==> src/hdl/adcsp_defs.svh <==
`ifndef ADCSP_DEFS_SVH
`define ADCSP_DEFS_SVH

// Register select codes
`define ADCSP_RS_STATUS    3'h0
`define ADCSP_RS_MODE      3'h1
`define ADCSP_RS_CONFIG    3'h2
`define ADCSP_RS_DATA      3'h3
`define ADCSP_RS_ID        3'h4
`define ADCSP_RS_IO        3'h5
`define ADCSP_RS_OFFSET    3'h6
`define ADCSP_RS_FULLSCALE 3'h7

// Communication byte fields
`define ADCSP_COMM_WEN_N   7
`define ADCSP_COMM_READ    6
`define ADCSP_COMM_RS_HI   5
`define ADCSP_COMM_RS_LO   3

// Reset values
`define ADCSP_MODE_RST     16'h000a
`define ADCSP_CONFIG_RST   16'h0710
`define ADCSP_IO_RST       8'h00
`define ADCSP_OFFSET_RST   24'h800000
`define ADCSP_FS_RST       24'h500000
// Identity code, value arbitrary
`define ADCSP_ID_VALUE     8'h5a

// Ready level stays high this many cycles plus one before an unread result is replaced
`define ADCSP_RDY_GAP_CYC  4'hf

`endif

==> src/hdl/adcsp_pkg.sv <==
package adcsp_pkg;

  typedef enum logic [1:0] {
    PH_COMM,
    PH_WRITE,
    PH_READ
  } adcsp_phase_t;

  typedef struct packed {
    logic [15:0] mode;
    logic [15:0] config_w;
    logic [7:0]  io;
    logic [23:0] offset;
    logic [23:0] fullscale;
  } adcsp_cfg_t;

endpackage : adcsp_pkg

==> src/hdl/adcsp_serial_port.sv <==
`include "adcsp_defs.svh"
`timescale 1ns/1ns
`default_nettype none

module adcsp_serial_port (
  input  wire logic               clk,        // System clock, 20 MHz
  input  wire logic               reset,      // Synchronous, active high
  input  wire logic               sclk,       // Serial clock pin from host
  input  wire logic               cs_n,       // Device select pin, active low
  input  wire logic               din,        // Serial data input pin
  input  wire logic [23:0]        conv_data,  // New conversion result
  input  wire logic               conv_valid, // Result offered
  output logic                    conv_ready, // Result buffer has room
  output logic                    dout_rdy,   // Serial data out / ready level
  output logic                    dout_oe,    // Pin driven while selected
  output var adcsp_pkg::adcsp_cfg_t cfg       // Written control registers
);

  logic [2:0] sclk_sync;
  logic [1:0] cs_sync;
  logic [1:0] din_sync;

  adcsp_pkg::adcsp_phase_t phase, next_phase;
  logic [4:0]  cnt, next_cnt;
  logic [2:0]  rs, next_rs;
  logic [22:0] in_sr, next_in_sr;
  logic [23:0] out_sr, next_out_sr;
  logic        next_dout_rdy;
  logic        next_dout_oe;
  logic        rdy_n, next_rdy_n;
  logic [3:0]  gap, next_gap;
  logic [23:0] data, next_data;
  adcsp_pkg::adcsp_cfg_t next_cfg;
  logic [23:0] buf_mem [2];
  logic [23:0] next_buf0, next_buf1;
  logic        wr_ptr, next_wr_ptr;
  logic        rd_ptr, next_rd_ptr;
  logic [1:0]  fill, next_fill;
  logic        next_conv_ready;

  logic        sclk_rise;
  logic        sclk_fall;
  logic        cs_idle;
  logic        din_s;

  function automatic logic [4:0] reg_width(input logic [2:0] sel);
    unique case (sel)
      `ADCSP_RS_STATUS, `ADCSP_RS_ID, `ADCSP_RS_IO: reg_width = 5'h08;
      `ADCSP_RS_MODE, `ADCSP_RS_CONFIG:            reg_width = 5'h10;
      default:                                     reg_width = 5'h18;
    endcase
  endfunction : reg_width

  function automatic logic writable(input logic [2:0] sel);
    writable = !(sel == `ADCSP_RS_STATUS || sel == `ADCSP_RS_DATA || sel == `ADCSP_RS_ID);
  endfunction : writable

  // Only the second stage is read; the third holds the previous level for edges
  assign sclk_rise = sclk_sync[1] & ~sclk_sync[2];
  assign sclk_fall = ~sclk_sync[1] & sclk_sync[2];
  assign cs_idle   = cs_sync[1];
  assign din_s     = din_sync[1];

  always_comb begin
    logic [23:0] word;
    logic [7:0]  cmd;
    logic        reading_data;
    logic        push;
    logic        pop;
    word          = {in_sr, din_s};
    cmd           = word[7:0];
    reading_data  = (phase == adcsp_pkg::PH_READ) && (rs == `ADCSP_RS_DATA);
    push          = conv_valid & conv_ready;
    pop           = 1'b0;
    next_phase    = phase;
    next_cnt      = cnt;
    next_rs       = rs;
    next_in_sr    = in_sr;
    next_out_sr   = out_sr;
    next_dout_rdy = dout_rdy;
    next_rdy_n    = rdy_n;
    next_gap      = gap;
    next_data     = data;
    next_cfg      = cfg;
    next_wr_ptr   = wr_ptr;
    next_rd_ptr   = rd_ptr;
    next_buf0     = buf_mem[0];
    next_buf1     = buf_mem[1];
    next_dout_oe  = ~cs_idle;

    if (cs_idle) begin
      // Deselect aborts any partial transfer; next byte is a command again
      next_phase = adcsp_pkg::PH_COMM;
      next_cnt   = 5'h00;
    end else if (sclk_rise) begin
      next_in_sr = word[22:0];
      next_cnt   = cnt + 5'h01;
      unique case (phase)
        adcsp_pkg::PH_COMM: begin
          if (cnt == 5'h07) begin
            next_cnt = 5'h00;
            if (!cmd[`ADCSP_COMM_WEN_N]) begin
              next_rs = cmd[`ADCSP_COMM_RS_HI:`ADCSP_COMM_RS_LO];
              if (cmd[`ADCSP_COMM_READ]) begin
                next_phase = adcsp_pkg::PH_READ;
                // Left-align so the MSB always leaves first
                unique case (next_rs)
                  `ADCSP_RS_STATUS:    next_out_sr = {rdy_n, 23'h000000};
                  `ADCSP_RS_MODE:      next_out_sr = {cfg.mode, 8'h00};
                  `ADCSP_RS_CONFIG:    next_out_sr = {cfg.config_w, 8'h00};
                  `ADCSP_RS_DATA:      next_out_sr = data;
                  `ADCSP_RS_ID:        next_out_sr = {`ADCSP_ID_VALUE, 16'h0000};
                  `ADCSP_RS_IO:        next_out_sr = {cfg.io, 16'h0000};
                  `ADCSP_RS_OFFSET:    next_out_sr = cfg.offset;
                  `ADCSP_RS_FULLSCALE: next_out_sr = cfg.fullscale;
                endcase
              end else if (writable(next_rs)) begin
                next_phase = adcsp_pkg::PH_WRITE;
              end
            end
          end
        end
        adcsp_pkg::PH_WRITE: begin
          if (cnt == reg_width(rs) - 5'h01) begin
            next_phase = adcsp_pkg::PH_COMM;
            next_cnt   = 5'h00;
            unique case (rs)
              `ADCSP_RS_MODE:      next_cfg.mode      = word[15:0];
              `ADCSP_RS_CONFIG:    next_cfg.config_w  = word[15:0];
              `ADCSP_RS_IO:        next_cfg.io        = word[7:0];
              `ADCSP_RS_OFFSET:    next_cfg.offset    = word;
              `ADCSP_RS_FULLSCALE: next_cfg.fullscale = word;
              default:             next_cfg           = cfg;
            endcase
          end
        end
        adcsp_pkg::PH_READ: begin
          if (cnt == reg_width(rs) - 5'h01) begin
            next_phase = adcsp_pkg::PH_COMM;
            next_cnt   = 5'h00;
            if (rs == `ADCSP_RS_DATA) begin
              next_rdy_n = 1'b1;
            end
          end
        end
        default: begin
          next_phase = adcsp_pkg::PH_COMM;
          next_cnt   = 5'h00;
        end
      endcase
    end else if (sclk_fall && phase == adcsp_pkg::PH_READ) begin
      next_dout_rdy = out_sr[23];
      next_out_sr   = {out_sr[22:0], 1'b0};
    end

    // Outside a read the pin shows the ready level
    if (next_phase != adcsp_pkg::PH_READ) begin
      next_dout_rdy = next_rdy_n;
    end

    // Result update stalls while the data register is being shifted out
    if (fill != 2'h0 && !reading_data) begin
      if (!rdy_n) begin
        next_rdy_n = 1'b1;
        next_gap   = `ADCSP_RDY_GAP_CYC;
      end else if (gap != 4'h0) begin
        next_gap = gap - 4'h1;
      end else begin
        pop         = 1'b1;
        next_data   = buf_mem[rd_ptr];
        next_rd_ptr = ~rd_ptr;
        next_rdy_n  = 1'b0;
        if (next_phase != adcsp_pkg::PH_READ) begin
          next_dout_rdy = 1'b0;
        end
      end
    end

    if (push) begin
      if (wr_ptr) begin
        next_buf1 = conv_data;
      end else begin
        next_buf0 = conv_data;
      end
      next_wr_ptr = ~wr_ptr;
    end
    next_fill       = fill + {1'b0, push} - {1'b0, pop};
    next_conv_ready = (next_fill != 2'h2);
  end

  always_ff @(posedge clk) begin
    if (reset) begin
      // Clock and select synchronisers load idle-high levels, so no false serial clock edge follows reset
      sclk_sync          <= 3'h7;
      cs_sync            <= 2'h3;
      din_sync           <= 2'h0;
      phase              <= adcsp_pkg::PH_COMM;
      cnt                <= 5'h00;
      rs                 <= 3'h0;
      in_sr              <= 23'h000000;
      out_sr             <= 24'h000000;
      dout_rdy           <= 1'b1;
      dout_oe            <= 1'b0;
      rdy_n              <= 1'b1;
      gap                <= 4'h0;
      data               <= 24'h000000;
      cfg.mode           <= `ADCSP_MODE_RST;
      cfg.config_w       <= `ADCSP_CONFIG_RST;
      cfg.io             <= `ADCSP_IO_RST;
      cfg.offset         <= `ADCSP_OFFSET_RST;
      cfg.fullscale      <= `ADCSP_FS_RST;
      buf_mem[0]         <= 24'h000000;
      buf_mem[1]         <= 24'h000000;
      wr_ptr             <= 1'b0;
      rd_ptr             <= 1'b0;
      fill               <= 2'h0;
      conv_ready         <= 1'b0;
    end else begin
      sclk_sync          <= {sclk_sync[1:0], sclk};
      cs_sync            <= {cs_sync[0], cs_n};
      din_sync           <= {din_sync[0], din};
      phase              <= next_phase;
      cnt                <= next_cnt;
      rs                 <= next_rs;
      in_sr              <= next_in_sr;
      out_sr             <= next_out_sr;
      dout_rdy           <= next_dout_rdy;
      dout_oe            <= next_dout_oe;
      rdy_n              <= next_rdy_n;
      gap                <= next_gap;
      data               <= next_data;
      cfg                <= next_cfg;
      buf_mem[0]         <= next_buf0;
      buf_mem[1]         <= next_buf1;
      wr_ptr             <= next_wr_ptr;
      rd_ptr             <= next_rd_ptr;
      fill               <= next_fill;
      conv_ready         <= next_conv_ready;
    end
  end

endmodule : adcsp_serial_port

`default_nettype wire

==> config.mk <==
export PLATFORM = sky130hd
export DESIGN_NAME = adcsp_serial_port
export DESIGN_NICKNAME = d
export VERILOG_FILES = /design/src/hdl/adcsp_pkg.sv /design/src/hdl/adcsp_serial_port.sv
export VERILOG_INCLUDE_DIRS = /design/src /design/src/hdl
export SDC_FILE = /design/constraint.sdc
export NUM_CORES = 1
export LEC_CHECK = 0
export ABC_AREA = 1
export BUFFER_PORTS_ARGS = -buffer_cell sky130_fd_sc_hd__buf_2
export CAP_MARGIN = 20
export CORE_AREA = 3 3 143 145
export DETAILED_ROUTE_END_ITERATION = 10
export DIE_AREA = 0 0 146 148
export PLACE_DENSITY = 0.81
export SYNTH_ARGS = -nofsm -noshare
export SYNTH_HDL_FRONTEND = slang
export SYNTH_SLANG_ARGS = --single-unit
==> constraint.sdc <==
create_clock -name clk -period 3.35 [get_ports clk]
set_input_delay 0.335 -clock clk [delete_from_list [all_inputs] [get_ports clk]]
set_output_delay 0.335 -clock clk [all_outputs]
set_load 0.01 [all_outputs]
; Word level (Yosys, flattened, before mapping)
; Memories as Yosys holds them, arrays and structs flattened. A register that Yosys moved wholly into a read port is not among the register bits.
; Cells that the tools add are included.
[totals]
regBits = 164
ram_bits = 48
inputBits = 30
out_inout_bits = 91
word_cells = 154
n_memories = 1
[op_classes]
addsub = 6
n_eq_ne = 30
n_mux = 57
bitwise = 12
reduce_logical = 27
[mem_list]
columns = memory, words, width, read_ports, rd_ports_with_merged_regs, write_ports, line_no
row1 = buf_mem, 2, 24, 1, 1, 2, adcsp_serial_port.sv:34  ; logic [23:0] buf_mem [2];
[ops]
columns = cell, n
row1 = 24-bit two-way mux, 12
row2 = 24-bit one-hot mux with 8 select lines, 1
row3 = 5-bit two-way mux, 9
row4 = 5-bit AND reduction, 6
row5 = "3-bit == test, second input constant", 8
row6 = 1-bit two-way mux, 22
row7 = 2-bit two-way mux, 8
row8 = 5-bit one-hot mux with 3 select lines, 1
row9 = "3-bit by 2-bit == test with 1-bit output, second input constant", 4
row10 = "2-bit != test, second input constant", 6
row11 = 5-bit == test, 2
row12 = 5-bit one-hot mux with 2 select lines, 1
row13 = "5-bit by 1-bit subtractor with 5-bit output, second input constant", 2
row14 = 3-bit AND reduction, 3
row15 = 4-bit two-way mux, 2
row16 = 1-bit inverter, 7
row17 = "3-bit by 1-bit == test with 1-bit output, second input constant", 2
row18 = 3-bit zero test, 2
row19 = "2-bit by 1-bit != test with 1-bit output, second input constant", 3
row20 = 2-bit one-hot mux with 3 select lines, 1
row21 = 6-bit AND reduction, 1
row22 = "5-bit by 1-bit adder with 5-bit output, second input constant", 1
row23 = "5-bit by 3-bit == test with 1-bit output, second input constant", 1
row24 = 2-bit AND reduction, 2
row25 = 16 further kinds, 25

; Logic depth before layout (Yosys ltp)
; Gate-level depths: netlist of the first run.
[logic_depth]
word_depth = 18
mapped_depth = 17
ltp_nobuf = 17

; Worst setup path before layout of the first run
; OpenSTA, ideal clock, no wires.
[synth_path]
path_kind = flip-flop to flip-flop
from = register conv_ready
to = memory buf_mem[1][0] (enable)
setup_ps = 441
arrival_time_ps = 2283
required_time_ps = 2909
slack_ps = 626
path_stages_with_launch = 3
n_path_buf = 0
synth_period_minus_slack_ps = 2724
cell_sequence = dfxtp_1 -> nand2_1 -> o21ai_0
[synth_lines]
columns = item, line_no
row1 = start: declaration, adcsp_serial_port.sv:13  ; output logic conv_ready,
row2 = start signal: assignment, adcsp_serial_port.sv:238  ; conv_ready <= next_conv_ready;
row3 = end: declaration, adcsp_serial_port.sv:34

; Worst setup path in the final report of the first run
[layout_path]
from = register rs[2]
to = register cfg[2] (netlist bit)
[layout_via]
elab_chain_cells = 9
elab_cells_between_ends = 15
cone_classes = 1 x add/sub / 6 x eq/ne / 4 x mux / 4 x reduce/logical
[layout_lines]
columns = item, line_no
row1 = start: declaration, adcsp_serial_port.sv:25  ; logic [2:0] rs, next_rs;
row2 = start signal: assignment, adcsp_serial_port.sv:224  ; rs <= next_rs;
row3 = 3-bit == test (tied with other cells), adcsp_serial_port.sv:47  ; unique case (sel)
row4 = 3-bit OR reduction or 2-bit OR reduction (tied branches), adcsp_serial_port.sv:47
row5 = 5-bit one-hot mux with 2 select lines, adcsp_serial_port.sv:47
row6 = 5-bit two-way mux, adcsp_serial_port.sv:98  ; unique case (phase)
row7 = 5-bit two-way mux, adcsp_serial_port.sv:95  ; end else if (sclk_rise) begin
row8 = 5-bit two-way mux, adcsp_serial_port.sv:91  ; if (cs_idle) begin
row9 = 5-bit by 1-bit subtractor with 5-bit output, adcsp_serial_port.sv:124  ; if (cnt == reg_width(rs) - 5'h01) begin
row10 = 5-bit == test, adcsp_serial_port.sv:124
row11 = 5-bit AND reduction (no source line) *, --
row12 = end signal: assignment, adcsp_serial_port.sv:232  ; cfg <= next_cfg;
row13 = end: declaration, adcsp_serial_port.sv:16  ; output var adcsp_pkg::adcsp_cfg_t cfg
; Every way passes the cells marked *; elsewhere a longest branch is shown, timed or not. The select of a mux whose other input is x is not followed.
; A chain may end at the register's enable or synchronous reset.

==> reports/qor.yml, run 1 <==
power:
  p_int_uw: 5056
  p_sw_share_pct: 25.91
  p_per_area_nw_per_um2: 609.0
  comb_power_share_pct: 12.4
  leakage_uw: 0.004592
  p_clk_share_pct: 38.9
  peakVddDrop_v: 0.0003484
  net-switching-power_uw: 1768
  pwr-share-seq_pct: 48.6
timing:
  hold_viol: 0
  grt_setup_unrepaired: "no"
  fin_setup_tns_ns: 0
  max_clock_freq_ghz: 0.3806
  finalSetupViolCount: 0
  tightest_slew_ns: 0.8829
  report.final.slew_viol_count: 0
  min_period_ns: 2.627
  maxSlewHeadroom_pct: 40.98
  clock_skew_ns: 0.009962
  fin_crit_sh_pct: 78.42
logic_synthesis:
  synth_cell_types: 42
  synth_top_area_share_pct: 39.05
  post-synth-top-area-cell: "dfxtp_1"
  yosysSeqAreaShare_pct: 54.00
  synth_seq_cells: 236
  netlist_area_um2: 9638
  postSynthAreaPerCell_um2: 8.323
  synth_common_cells: "dfxtp_1 (188), a21oi_1 (158), o21ai_0 (153)"
  synth_edf_count: 48
  async_flop_share_pct: 0
  synth_area_leaders: "dfxtp_1 (39%), edfxtp_1 (15%), a21oi_1 (8.2%), o21ai_0 (7.9%), inv_1 (5.9%)"
  synth_cells: 1158
  ys.warnings.count: 0
  yosysMostFrequentCell: "dfxtp_1"
  ys.flop_type: "dfxtp_1"
  synthesis.nets: 1198
floorplan:
  core_area_um2: 19330
  start_util_pct: 49.85
  die-area_um2: 21610
  fp.dieW_um: 146
  pin_count: 121
  die_h_um: 148
  rows: 51
global_route:
  antenna_found_initial: 0
  first_global_vias: 7915
  busiest_layer: "met2"
  grtUsageMet3_pct: 4.568
  grt_pass1_wl_um: 40970
  overflow: 0
  grt_max_degree: 168
  grt.total_usage_pct: 23.30
  use_met2_pct: 37.54
  grt_util_met1_pct: 31.33
placement:
  postPlaceCellArea_um2: 10400
  gp_congestion: 0.9290
  portBuffers: 120
  dp_hpwl_um: 17650
cells_and_area:
  num_antenna_cells: 0
  ff_latch_area_um2: 5205
  multiInputGateArea_um2: 3515
  fill_cells: 1716
  drive_gt1_share_pct: 15.28
  stdcell_area_um2: 11200
  area_delta_synth_final_pct: 16.25
  nNetsFinal: 1294
route:
  drtPass1Iterations: 6
  vias: 8546
  drc_errors: 0
  drt_first_iter_violations: 999
  wl_per_cell_um: 17.02
  via_per_inst: 5.567
  wl_um: 26130
  ant_nets: 0
setup_path:
  path_cells: "inv_1 -> nand2_1 -> o22ai_1 -> ha_1 -> inv_1 -> nand2_1 -> nand2_1 -> nand3_1 -> inv_1 -> nand3_4 -> nor3_4 -> inv_2 -> o21ai_0 -> a21oi_1"
  critPathBufInv: 4
  cp_top_family: "buffers and inverters"
  slowest_stage: "dfxtp_1"
  critPathMaxStageDelay_ns: 0.35
  end_kind: "flip-flop"
  crit_arrival_ns: 3.00
  crit_fanout: 43
  setup.worst_path.start_class: "flip-flop"
  cp.required_ns: 3.72
  critical_path_class: "reg2reg"
clock_network:
  htree_levels: 1
  cts.sinks: 236
  cts_buffer_depth: 3
  clkTransAtPathRegs_ns: 0.06
  numCtsBuffers: 25
  clk_latency_ns: 0.51
  cts_tree: "done"
  cts_root_buf: "clkbuf_16"
hold_path:
  hold_class: "in2reg"
flow_run:
  cap_violations: 0
run_status:
  status: "finished clean"
## cell usage in the layout (no fill, tap or decap), types with 11 or more instances in the layout
cell type,count
a21oi_1,158
inv_1,151
clkbuf_16,25
o211ai_1,11
o21ai_1,23
dfxtp_1,188
nand2_1,149
o21ai_0,151
buf_2,120
buf_4,17
nand3_1,17
nor2_1,77
edfxtp_1,48
a31oi_1,32
## metrics by stage
step	hold WS (ns)	power [uW]	utilization, %	std cells	worst slack (ns)
floorplan	0.3883	3968	-	1158	0.6265
global placement	0.3971	4169	53.78	1490	0.8556
detailed placement	0.3989	4217	53.78	1490	0.7630
CTS	0.02586	6856	57.95	1535	0.7478
global route	0.05269	7117	57.95	1535	0.3946
finish	0.03461	6824	57.95	1535	0.7228
## routing by layer
layer  vias to the layer above  part of all wire, %
li1                       4093                    -
met1                      3937                   41
met2                       442                   46
met3                        74                  9.7
met4                         0                  3.8
met5                         -                    0
## worst register-to-register path, delay by kind of cell (launching register included)
| kind | cells | cell delay, ns |
|---|---|---|
| buffers and inverters | 4 | 0.73 |
| AND/OR/NAND/NOR | 6 | 0.61 |
| AO/OA/AOI/OAI | 3 | 0.54 |
| flip-flops | 1 | 0.35 |
| adder cells (fa/ha/maj) | 1 | 0.26 |
## power by group through the flow
| stage | sequential [uW] | combinational (uW) | clock, uW |
|---|---|---|---|
| 4_1_cts | 3320 | 852 | 2690 |
| 3_5_place_dp | 3380 | 841 | 0 |
| 5_1_grt | 3340 | 975 | 2800 |
| 2_1_floorplan | 3340 | 630 | 0 |
| 6_report | 3320 | 848 | 2660 |
| 3_3_place_gp | 3360 | 806 | 0 |
## kinds of logic (layout without fill, tap and decap cells)
group	after synthesis	count (layout)	share of synthesized area [%]
adder cells (fa/ha/maj)	10	10	1.298
flip-flops	236	236	54.00
AO/OA/AOI/OAI	415	415	23.33
XOR/XNOR	4	4	0.3636
AND/OR/NAND/NOR	263	263	11.40
buffers and inverters	230	342	9.606
## state kept, by name, summed over array words and instances (netlist names)
name,count
wr_ptr,1
cs_sync,2
rdy_n,1
gap,4
out_sr,24
in_sr,23
rd_ptr,1
dout_rdy,1
cfg,88
rs,3
cnt,5
din_sync,2
sclk_sync,3
buf_mem,48
data,24
conv_ready,1
fill,2
phase,2
dout_oe,1
## layout make-up
class | instances | share of cell area, %
clock buffers | 36 | 6.220
clock inverters | 7 | 0.8040
inverters | 159 | 5.338
multi-input cells | 692 | 31.37
flip-flops and latches | 236 | 46.45
well taps | 265 | 2.959
repair buffers | 140 | 6.857
## final timing paths
kind | start | depth (start not counted) | endpoint | slack (ns)
max reg2reg | rs[2] | 14 | cfg[2] | 0.72
min | din | 3 | din_sync[0] | 0.03
max | rs[2] | 14 | cfg[2] | 0.72
min reg2reg | sclk_sync[0] | 1 | sclk_sync[1] | 0.41
## timing repair
item                                   in CTS  in global routing
resized for setup                           0                  0
endpoints found under the hold margin       2                  0
setup buffers                               0                  0
hold buffers                                2                  0
No activity file was read; power rests on OpenSTA's default activity.
==> run 2: changes to the inputs <==
Settings changed: PLACE_DENSITY 0.81 to 0.84.
Clock period 3.35 ns to 2.2 ns, I/O delays scaled along.
==> run 2 against run 1 <==
- cell count grew 2.3%
- largest cell class unchanged
- clock skew shrank 0.0030 ns
- fmax grew 23%
- clock power grew 48%
- final area grew 4.3%
- wire length grew 4.6%
- combinational power grew 54%
- first-iteration DRC count shrank 3.0%
- register-to-register slack lost 0.67 ns
==> reports/qor.yml, run 2 (synthesized netlist as in run 1, its figures left out) <==
placement:
  portBuffers: 120  # unchanged
  postPlaceCellArea_um2: 10690  # +2.8%
  gp_congestion: 0.9362  # +0.78%
  dp_hpwl_um: 18450  # +4.5%
setup_path:
  cp.required_ns: 2.60  # -1.12 ns
  cp_top_family: "simple AND/OR/NAND/NOR gates"
  critPathBufInv: 4  # unchanged
  critical_path_class: "reg2reg"
  slowest_stage: "dfxtp_4"
  setup.worst_path.start_class: "flip-flop"
  crit_arrival_ns: 2.55  # -0.45 ns
  end_kind: "flip-flop"
  crit_fanout: 24  # -44%
  path_cells: "inv_4 -> nand2_1 -> o22ai_2 -> ha_1 -> inv_1 -> nand2_1 -> nand2_1 -> nand3_2 -> inv_2 -> nand3_4 -> nor2_4 -> nand3_4 -> buf_12 -> o21ai_0 -> a21oi_1"
  crit_top_cell: "nand2_1"
  critPathMaxStageDelay_ns: 0.37  # +0.02 ns
clock_network:
  clkTransAtPathRegs_ns: 0.06  # about the same
  cts_buffer_depth: 3  # unchanged
  cts_tree: "done"
  cts_root_buf: "clkbuf_16"
  cts.sinks: 236  # unchanged
  numCtsBuffers: 24  # -4.0%
  clk_latency_ns: 0.52  # about the same
  htree_levels: 1  # unchanged
cells_and_area:
  num_antenna_cells: 0  # unchanged
  stdcell_area_um2: 11690  # +4.3%
  drive_gt1_share_pct: 19.77  # +4.5 points
  layout_commonest_cell: "dfxtp_1"
  utilization_pct: 60.46  # +2.5 points
  area_delta_synth_final_pct: 21.29
  largest_register_ffs: 88  # unchanged
  regMostFlops: "cfg"
  nNetsFinal: 1327  # +2.6%
  layout_common_cells: "dfxtp_1 (183), a21oi_1 (158), nand2_1 (148)"
  largestRegisters: "cfg x88, buf_mem x48"
global_route:
  grt_pass1_wl_um: 41840  # +2.1%
  first_global_vias: 8001  # +1.1%
  grt.total_usage_pct: 23.96  # +0.66 points
  grt_max_degree: 163  # -3.0%
  antenna_found_initial: 0  # unchanged
  overflow: 0  # unchanged
route:
  drtPass1Iterations: 6  # unchanged
  via_per_inst: 5.515  # -0.95%
  ant_nets: 0  # unchanged
  wl_um: 27340  # +4.6%
  wl_per_cell_um: 17.41  # +2.3%
  drc_errors: 0  # unchanged
  drt_first_iter_violations: 969  # -3.0%
  vias: 8658  # +1.3%
timing:
  grt_setup_unrepaired: "yes"
  max_clock_freq_ghz: 0.4667  # +23%
  report.final.slew_viol_count: 0  # unchanged
  hold_viol: 0  # unchanged
  tightest_slew_ns: 0.7552  # -0.1277 ns
  maxSlewHeadroom_pct: 49.34  # +8.4 points
  finalSetupViolCount: 0  # unchanged
  clock_skew_ns: 0.006968  # -0.002994 ns
  fin_crit_sh_pct: 97.40  # +19 points
  hold_slack_ns: 0.04081  # +0.006197 ns
  min_period_ns: 2.143  # -0.4845 ns
hold_path:
  hold_class: "in2reg"
floorplan:
  fp.dieW_um: 146  # unchanged
  die_h_um: 148  # unchanged
  core_area_um2: 19330  # unchanged
  rows: 51  # unchanged
  pin_count: 121  # unchanged
  start_util_pct: 49.85  # unchanged
  die-area_um2: 21610  # unchanged
power:
  p_per_area_nw_per_um2: 880.9  # +45%
  leakage_uw: 0.004832  # +5.2%
  peakVddDrop_v: 0.0008709  # +150%
flow_run:
  cap_violations: 0  # unchanged
run_status:
  status: "finished clean"
==> run 2: final timing paths <==
kind | from | end | cells past startpoint | slack (ns)
setup / recovery | rs[0] | cfg[24] | 15 | 0.06
setup reg to reg | rs[0] | cfg[24] | 15 | 0.06
hold reg to reg | din_sync[0] | din_sync[1] | 2 | 0.41
hold / removal | conv_data[4] | buf_mem[1][4] | 3 | 0.04
==> run 2: report_power, final <==
part	switching (uW)	internal [uW]
clock	1650	2290
combinational	870	439
sequential	194	4850
total	2720	7580
==> run 2: cell type report <==
cell class	count	area, um^2
Clock buffer	32	681.9
Clock inverter	12	86.33
Fill cell	1635	7645
Inverter	159	603.1
Multi-Input combinational cell	692	3635
Sequential cell	236	5214
Tap cell	265	331.6
Timing Repair Buffer	174	1139
==> run 2: stage by stage <==
| step | instances | setup slack [ns] | total power, uW | TNS [ns] |
|---|---|---|---|---|
| after floorplan | 1158 | 0.01635 | 6048 | 0 |
| after global placement | 1519 | 0.09516 | 6335 | 0 |
| after detailed placement | 1519 | 0.01016 | 6404 | 0 |
| after CTS | 1567 | 0.005138 | 10300 | 0 |
| after global routing | 1570 | -0.06605 | 10730 | -0.5928 |
| final | 1570 | 0.05730 | 10300 | 0 |
==> run 2: tightest hold or removal path: cells and delay by family <==
kind | cells | cell delay [ns]
buf+inv | 2 | 0.10
simple gates | 1 | 0.11
==> run 2: repair_timing <==
item	4_1_cts	5_1_grt
endpoints found under the setup margin	6	89
cloned	1	1
setup buffers	0	2
hold buffers	3	0
pin swaps	1	10
hold endpoints to repair	3	0
gates resized for setup	5	46
==> run 2: layer usage <==
metal | wire length (um) | GRT usage [%]
met5 | 0 | 0
met4 | 807 | 7.008
met3 | 3229 | 6.530
met2 | 12350 | 37.87
met1 | 10950 | 32.58
==> run 3: changes to the inputs <==
Settings changed: ABC_AREA 1 to unset, CORE_AREA 3 3 143 145 to 3 3 146 148, DIE_AREA 0 0 146 148 to 0 0 149 151, PLACE_DENSITY 0.84 to 0.83.
==> run 3 against run 2 <==
- the flow now finishes with violations (negative setup slack)
- total power up 8.2%
- combinational power up 40%
- utilization increased by 1.7 points
- final area grew 7.2%
- first-iteration DRC count increased by 4.7%
- clock power is 4% higher
- sequential power is 3% higher
- register-to-register slack worse by 0.34 ns
- sequential cell count stayed put
- clock skew increased by 0.0051 ns
- die area is 4.1% higher
- global-route usage grew 0.39 points
==> reports/qor.yml, run 3 <==
logic_synthesis:
  synth_top_area_share_pct: 37.67  # -1.4 points
  yosysSeqAreaShare_pct: 52.09  # -1.9 points
  synth_edf_count: 48  # unchanged
  synth_cell_types: 66  # +57%
  synth_cells: 1022  # -12%
  synth_seq_cells: 236  # unchanged
  synthesis.nets: 1062  # -11%
  synth_top_family_by_area: "simple AND/OR/NAND/NOR gates"
  yosysMostFrequentCell: "dfxtp_1"
  synthXorXnorAreaFrac_pct: 0.6136  # +0.25 points
  synth_fa_ha_area_share_pct: 1.252  # -0.046 points
  netlist_area_um2: 9992  # +3.7%
  ys.warnings.count: 0  # unchanged
  async_flop_share_pct: 0  # unchanged
  ys.flop_type: "dfxtp_1"
  synth-simple-area-share_pct: 16.77  # +5.4 points
  post-synth-top-area-cell: "dfxtp_1"
  postSynthAreaPerCell_um2: 9.777  # +17%
  synth_area_leaders: "dfxtp_1 (38%), edfxtp_1 (14%), mux2i_1 (10%), nor2_1 (5.6%), nand2_1 (4.4%)"
  synthMuxAreaShare_pct: 12.36  # +12 points
  synth_compound_area_share_pct: 12.94  # -10 points
  synth_common_cells: "dfxtp_1 (188), nor2_1 (150), nand2_1 (117)"
clock_network:
  numCtsBuffers: 25  # +4.2%
  htree_levels: 1  # unchanged
  cts.sinks: 236  # unchanged
  cts_tree: "done"
  clk_latency_ns: 0.54  # +0.02 ns
  cts_buffer_depth: 3  # unchanged
  clkTransAtPathRegs_ns: 0.06  # about the same
  cts_root_buf: "clkbuf_16"
route:
  vias: 8488  # -2.0%
  wl_um: 28560  # +4.5%
  drc_errors: 0  # unchanged
  ant_nets: 0  # unchanged
  drt_first_iter_violations: 1015  # +4.7%
  drtPass1Iterations: 6  # unchanged
  via_per_inst: 5.782  # +4.8%
  wl_per_cell_um: 19.46  # +12%
timing:
  maxSlewHeadroom_pct: 47.79  # -1.6 points
  tightest_slew_ns: 0.7803  # +0.02511 ns
  finalSetupViolCount: 90  # +90
  hold_viol: 0  # unchanged
  min_period_ns: 2.484  # +0.3417 ns
  grt_setup_unrepaired: "yes"
  max_clock_freq_ghz: 0.4025  # -14%
  hold_slack_ns: 0.01639  # -0.02442 ns
  fin_setup_tns_ns: -16.52  # -16.52 ns
  report.final.slew_viol_count: 0  # unchanged
  fin_crit_sh_pct: 112.9  # +16 points
  setup_ws_ns: -0.2844  # -0.3417 ns
  clock_skew_ns: 0.01203  # +0.005063 ns
placement:
  dp_hpwl_um: 18440  # about the same
  gp_congestion: 0.9280  # -0.88%
  portBuffers: 120  # unchanged
run_status:
  failed_checks: "negative setup slack"
  status: "finished with violations"
cells_and_area:
  layout_common_cells: "dfxtp_1 (183), nor2_1 (148), buf_2 (119)"
  area_delta_synth_final_pct: 25.38
  largest_register_ffs: 88  # unchanged
  regMostFlops: "cfg"
  layout_commonest_cell: "dfxtp_1"
  nNetsFinal: 1221  # -8.0%
  drive_gt1_share_pct: 23.71  # +3.9 points
  fill_cells: 1586  # -3.0%
  largestRegisters: "cfg x88, buf_mem x48"
  num_antenna_cells: 0  # unchanged
floorplan:
  core_area_um2: 20170  # +4.3%
  pin_count: 121  # unchanged
  rows: 52  # +2.0%
  die-area_um2: 22500  # +4.1%
  start_util_pct: 49.54  # -0.31 points
  fp.dieW_um: 149  # +2.1%
  die_h_um: 151  # +2.0%
setup_path:
  path_cells: "nand2b_4 -> nand2b_1 -> ha_1 -> xor2_1 -> nor3_2 -> nand4_1 -> buf_4 -> or2_4 -> bufbuf_16 -> nand2_1 -> a21oi_1"
  crit_arrival_ns: 2.89  # +0.34 ns
  critPathMaxStageDelay_ns: 0.36  # about the same
  cp.required_ns: 2.60  # about the same
  crit_fanout: 12  # -50%
  setup.worst_path.start_class: "flip-flop"
  slowest_stage: "dfxtp_2"
  r2r_slack_ns: -0.28  # -0.34 ns
  end_kind: "flip-flop"
  critical_path_class: "reg2reg"
global_route:
  grt_pass1_wl_um: 43580  # +4.2%
  first_global_vias: 8055  # +0.67%
  grt_max_degree: 104  # -36%
  overflow: 0  # unchanged
  antenna_found_initial: 1  # +1
  grt.total_usage_pct: 24.36  # +0.39 points
hold_path:
  hold_class: "in2reg"
flow_run:
  cap_violations: 0  # unchanged
power:
  leakage_uw: 0.004803  # -0.58%
  peakVddDrop_v: 0.0008272  # -5.0%
  finalPower_uw: 11150  # +8.2%
  p_per_area_nw_per_um2: 889.6  # +0.98%
-- run 3: cell count changes in the layout (fill, tap and decap cells not counted), moves of 31 or more --
cell and change:
o21ai_0 -126, nand2_1 -31, inv_1 -132, mux2i_1 +97, nor2_1 +73, a21oi_1 -85
-- run 3: cell type report --
type / instances / area [um^2] / area share, %
clock buffer: 35 / 683.2 / 5.453
clock inverter: 9 / 112.6 / 0.8988
inverter: 16 / 60.06 / 0.4794
multi-input combinational: 691 / 4551 / 36.32
sequential: 236 / 5214 / 41.62
tap: 270 / 337.8 / 2.696
timing repair buffer: 211 / 1570 / 12.53
-- run 3: kinds of logic (layout without fill, tap and decap cells) --
logic type,after synthesis,in the layout
XOR/XNOR,7,7
AO/OA/AOI/OAI,186,187
buffers and inverters,96,271
adder cells (fa/ha/maj),10,10
multiplexers,117,117
AND/OR/NAND/NOR,370,370
flip-flops,236,236
-- run 3: through the flow --
stage	utilization [%]	worst slack, ns	cells	area [um^2]
6_report	62.12	-0.2844	1468	12530
5_1_grt	62.12	-0.4155	1468	12530
4_1_cts	61.15	-0.2840	1458	12330
3_5_place_dp	55.19	-0.3121	1381	11130
3_3_place_gp	55.19	-0.1638	1381	11130
2_1_floorplan	-	-0.1015	1022	10070
-- run 3: worst paths after layout --
kind / endpoint / from / cells past startpoint
worst max-delay path: cfg[23] / rs[2] / 11
worst min-delay path: buf_mem[1][7] / conv_data[7] / 2
worst max register to register: cfg[23] / rs[2] / 11
worst min register to register: cs_sync[1] / cs_sync[0] / 1
-- run 3: report_power, final --
part / switching, uW / internal, uW
clock network: 1700 / 2410
registers: 291 / 4910
logic: 1050 / 780
total: 3040 / 8110
-- run 3: worst max-delay path, delay by kind of cell, from the launching register on --
family / cells / cell delay [ns]
AND/OR/NAND/NOR: 6 / 0.94
buffers and inverters: 2 / 0.52
flip-flops: 1 / 0.36
adder cells (fa/ha/maj): 1 / 0.30
XOR/XNOR: 1 / 0.17
AO/OA/AOI/OAI: 1 / 0.06
-- run 3: repair_timing --
| action | CTS | global route |
|---|---|---|
| buffers inserted | 3 | 7 |
| endpoints found under the hold margin | 46 | 0 |
| pin swaps | 4 | 6 |
| cloned | 4 | 3 |
| hold buffers | 26 | 0 |
| resized for setup | 16 | 17 |
| setup endpoints to repair | 98 | 127 |
-- run 3: layer usage --
metal,up-vias,share of wire (%),GRT usage [%],routed length [um]
li1,3900,-,-,-
met1,4016,39,31.36,11170
met2,474,46,39.40,13120
met3,96,11,6.912,3091
met4,2,4.1,8.833,1164
met5,-,0.046,0,13
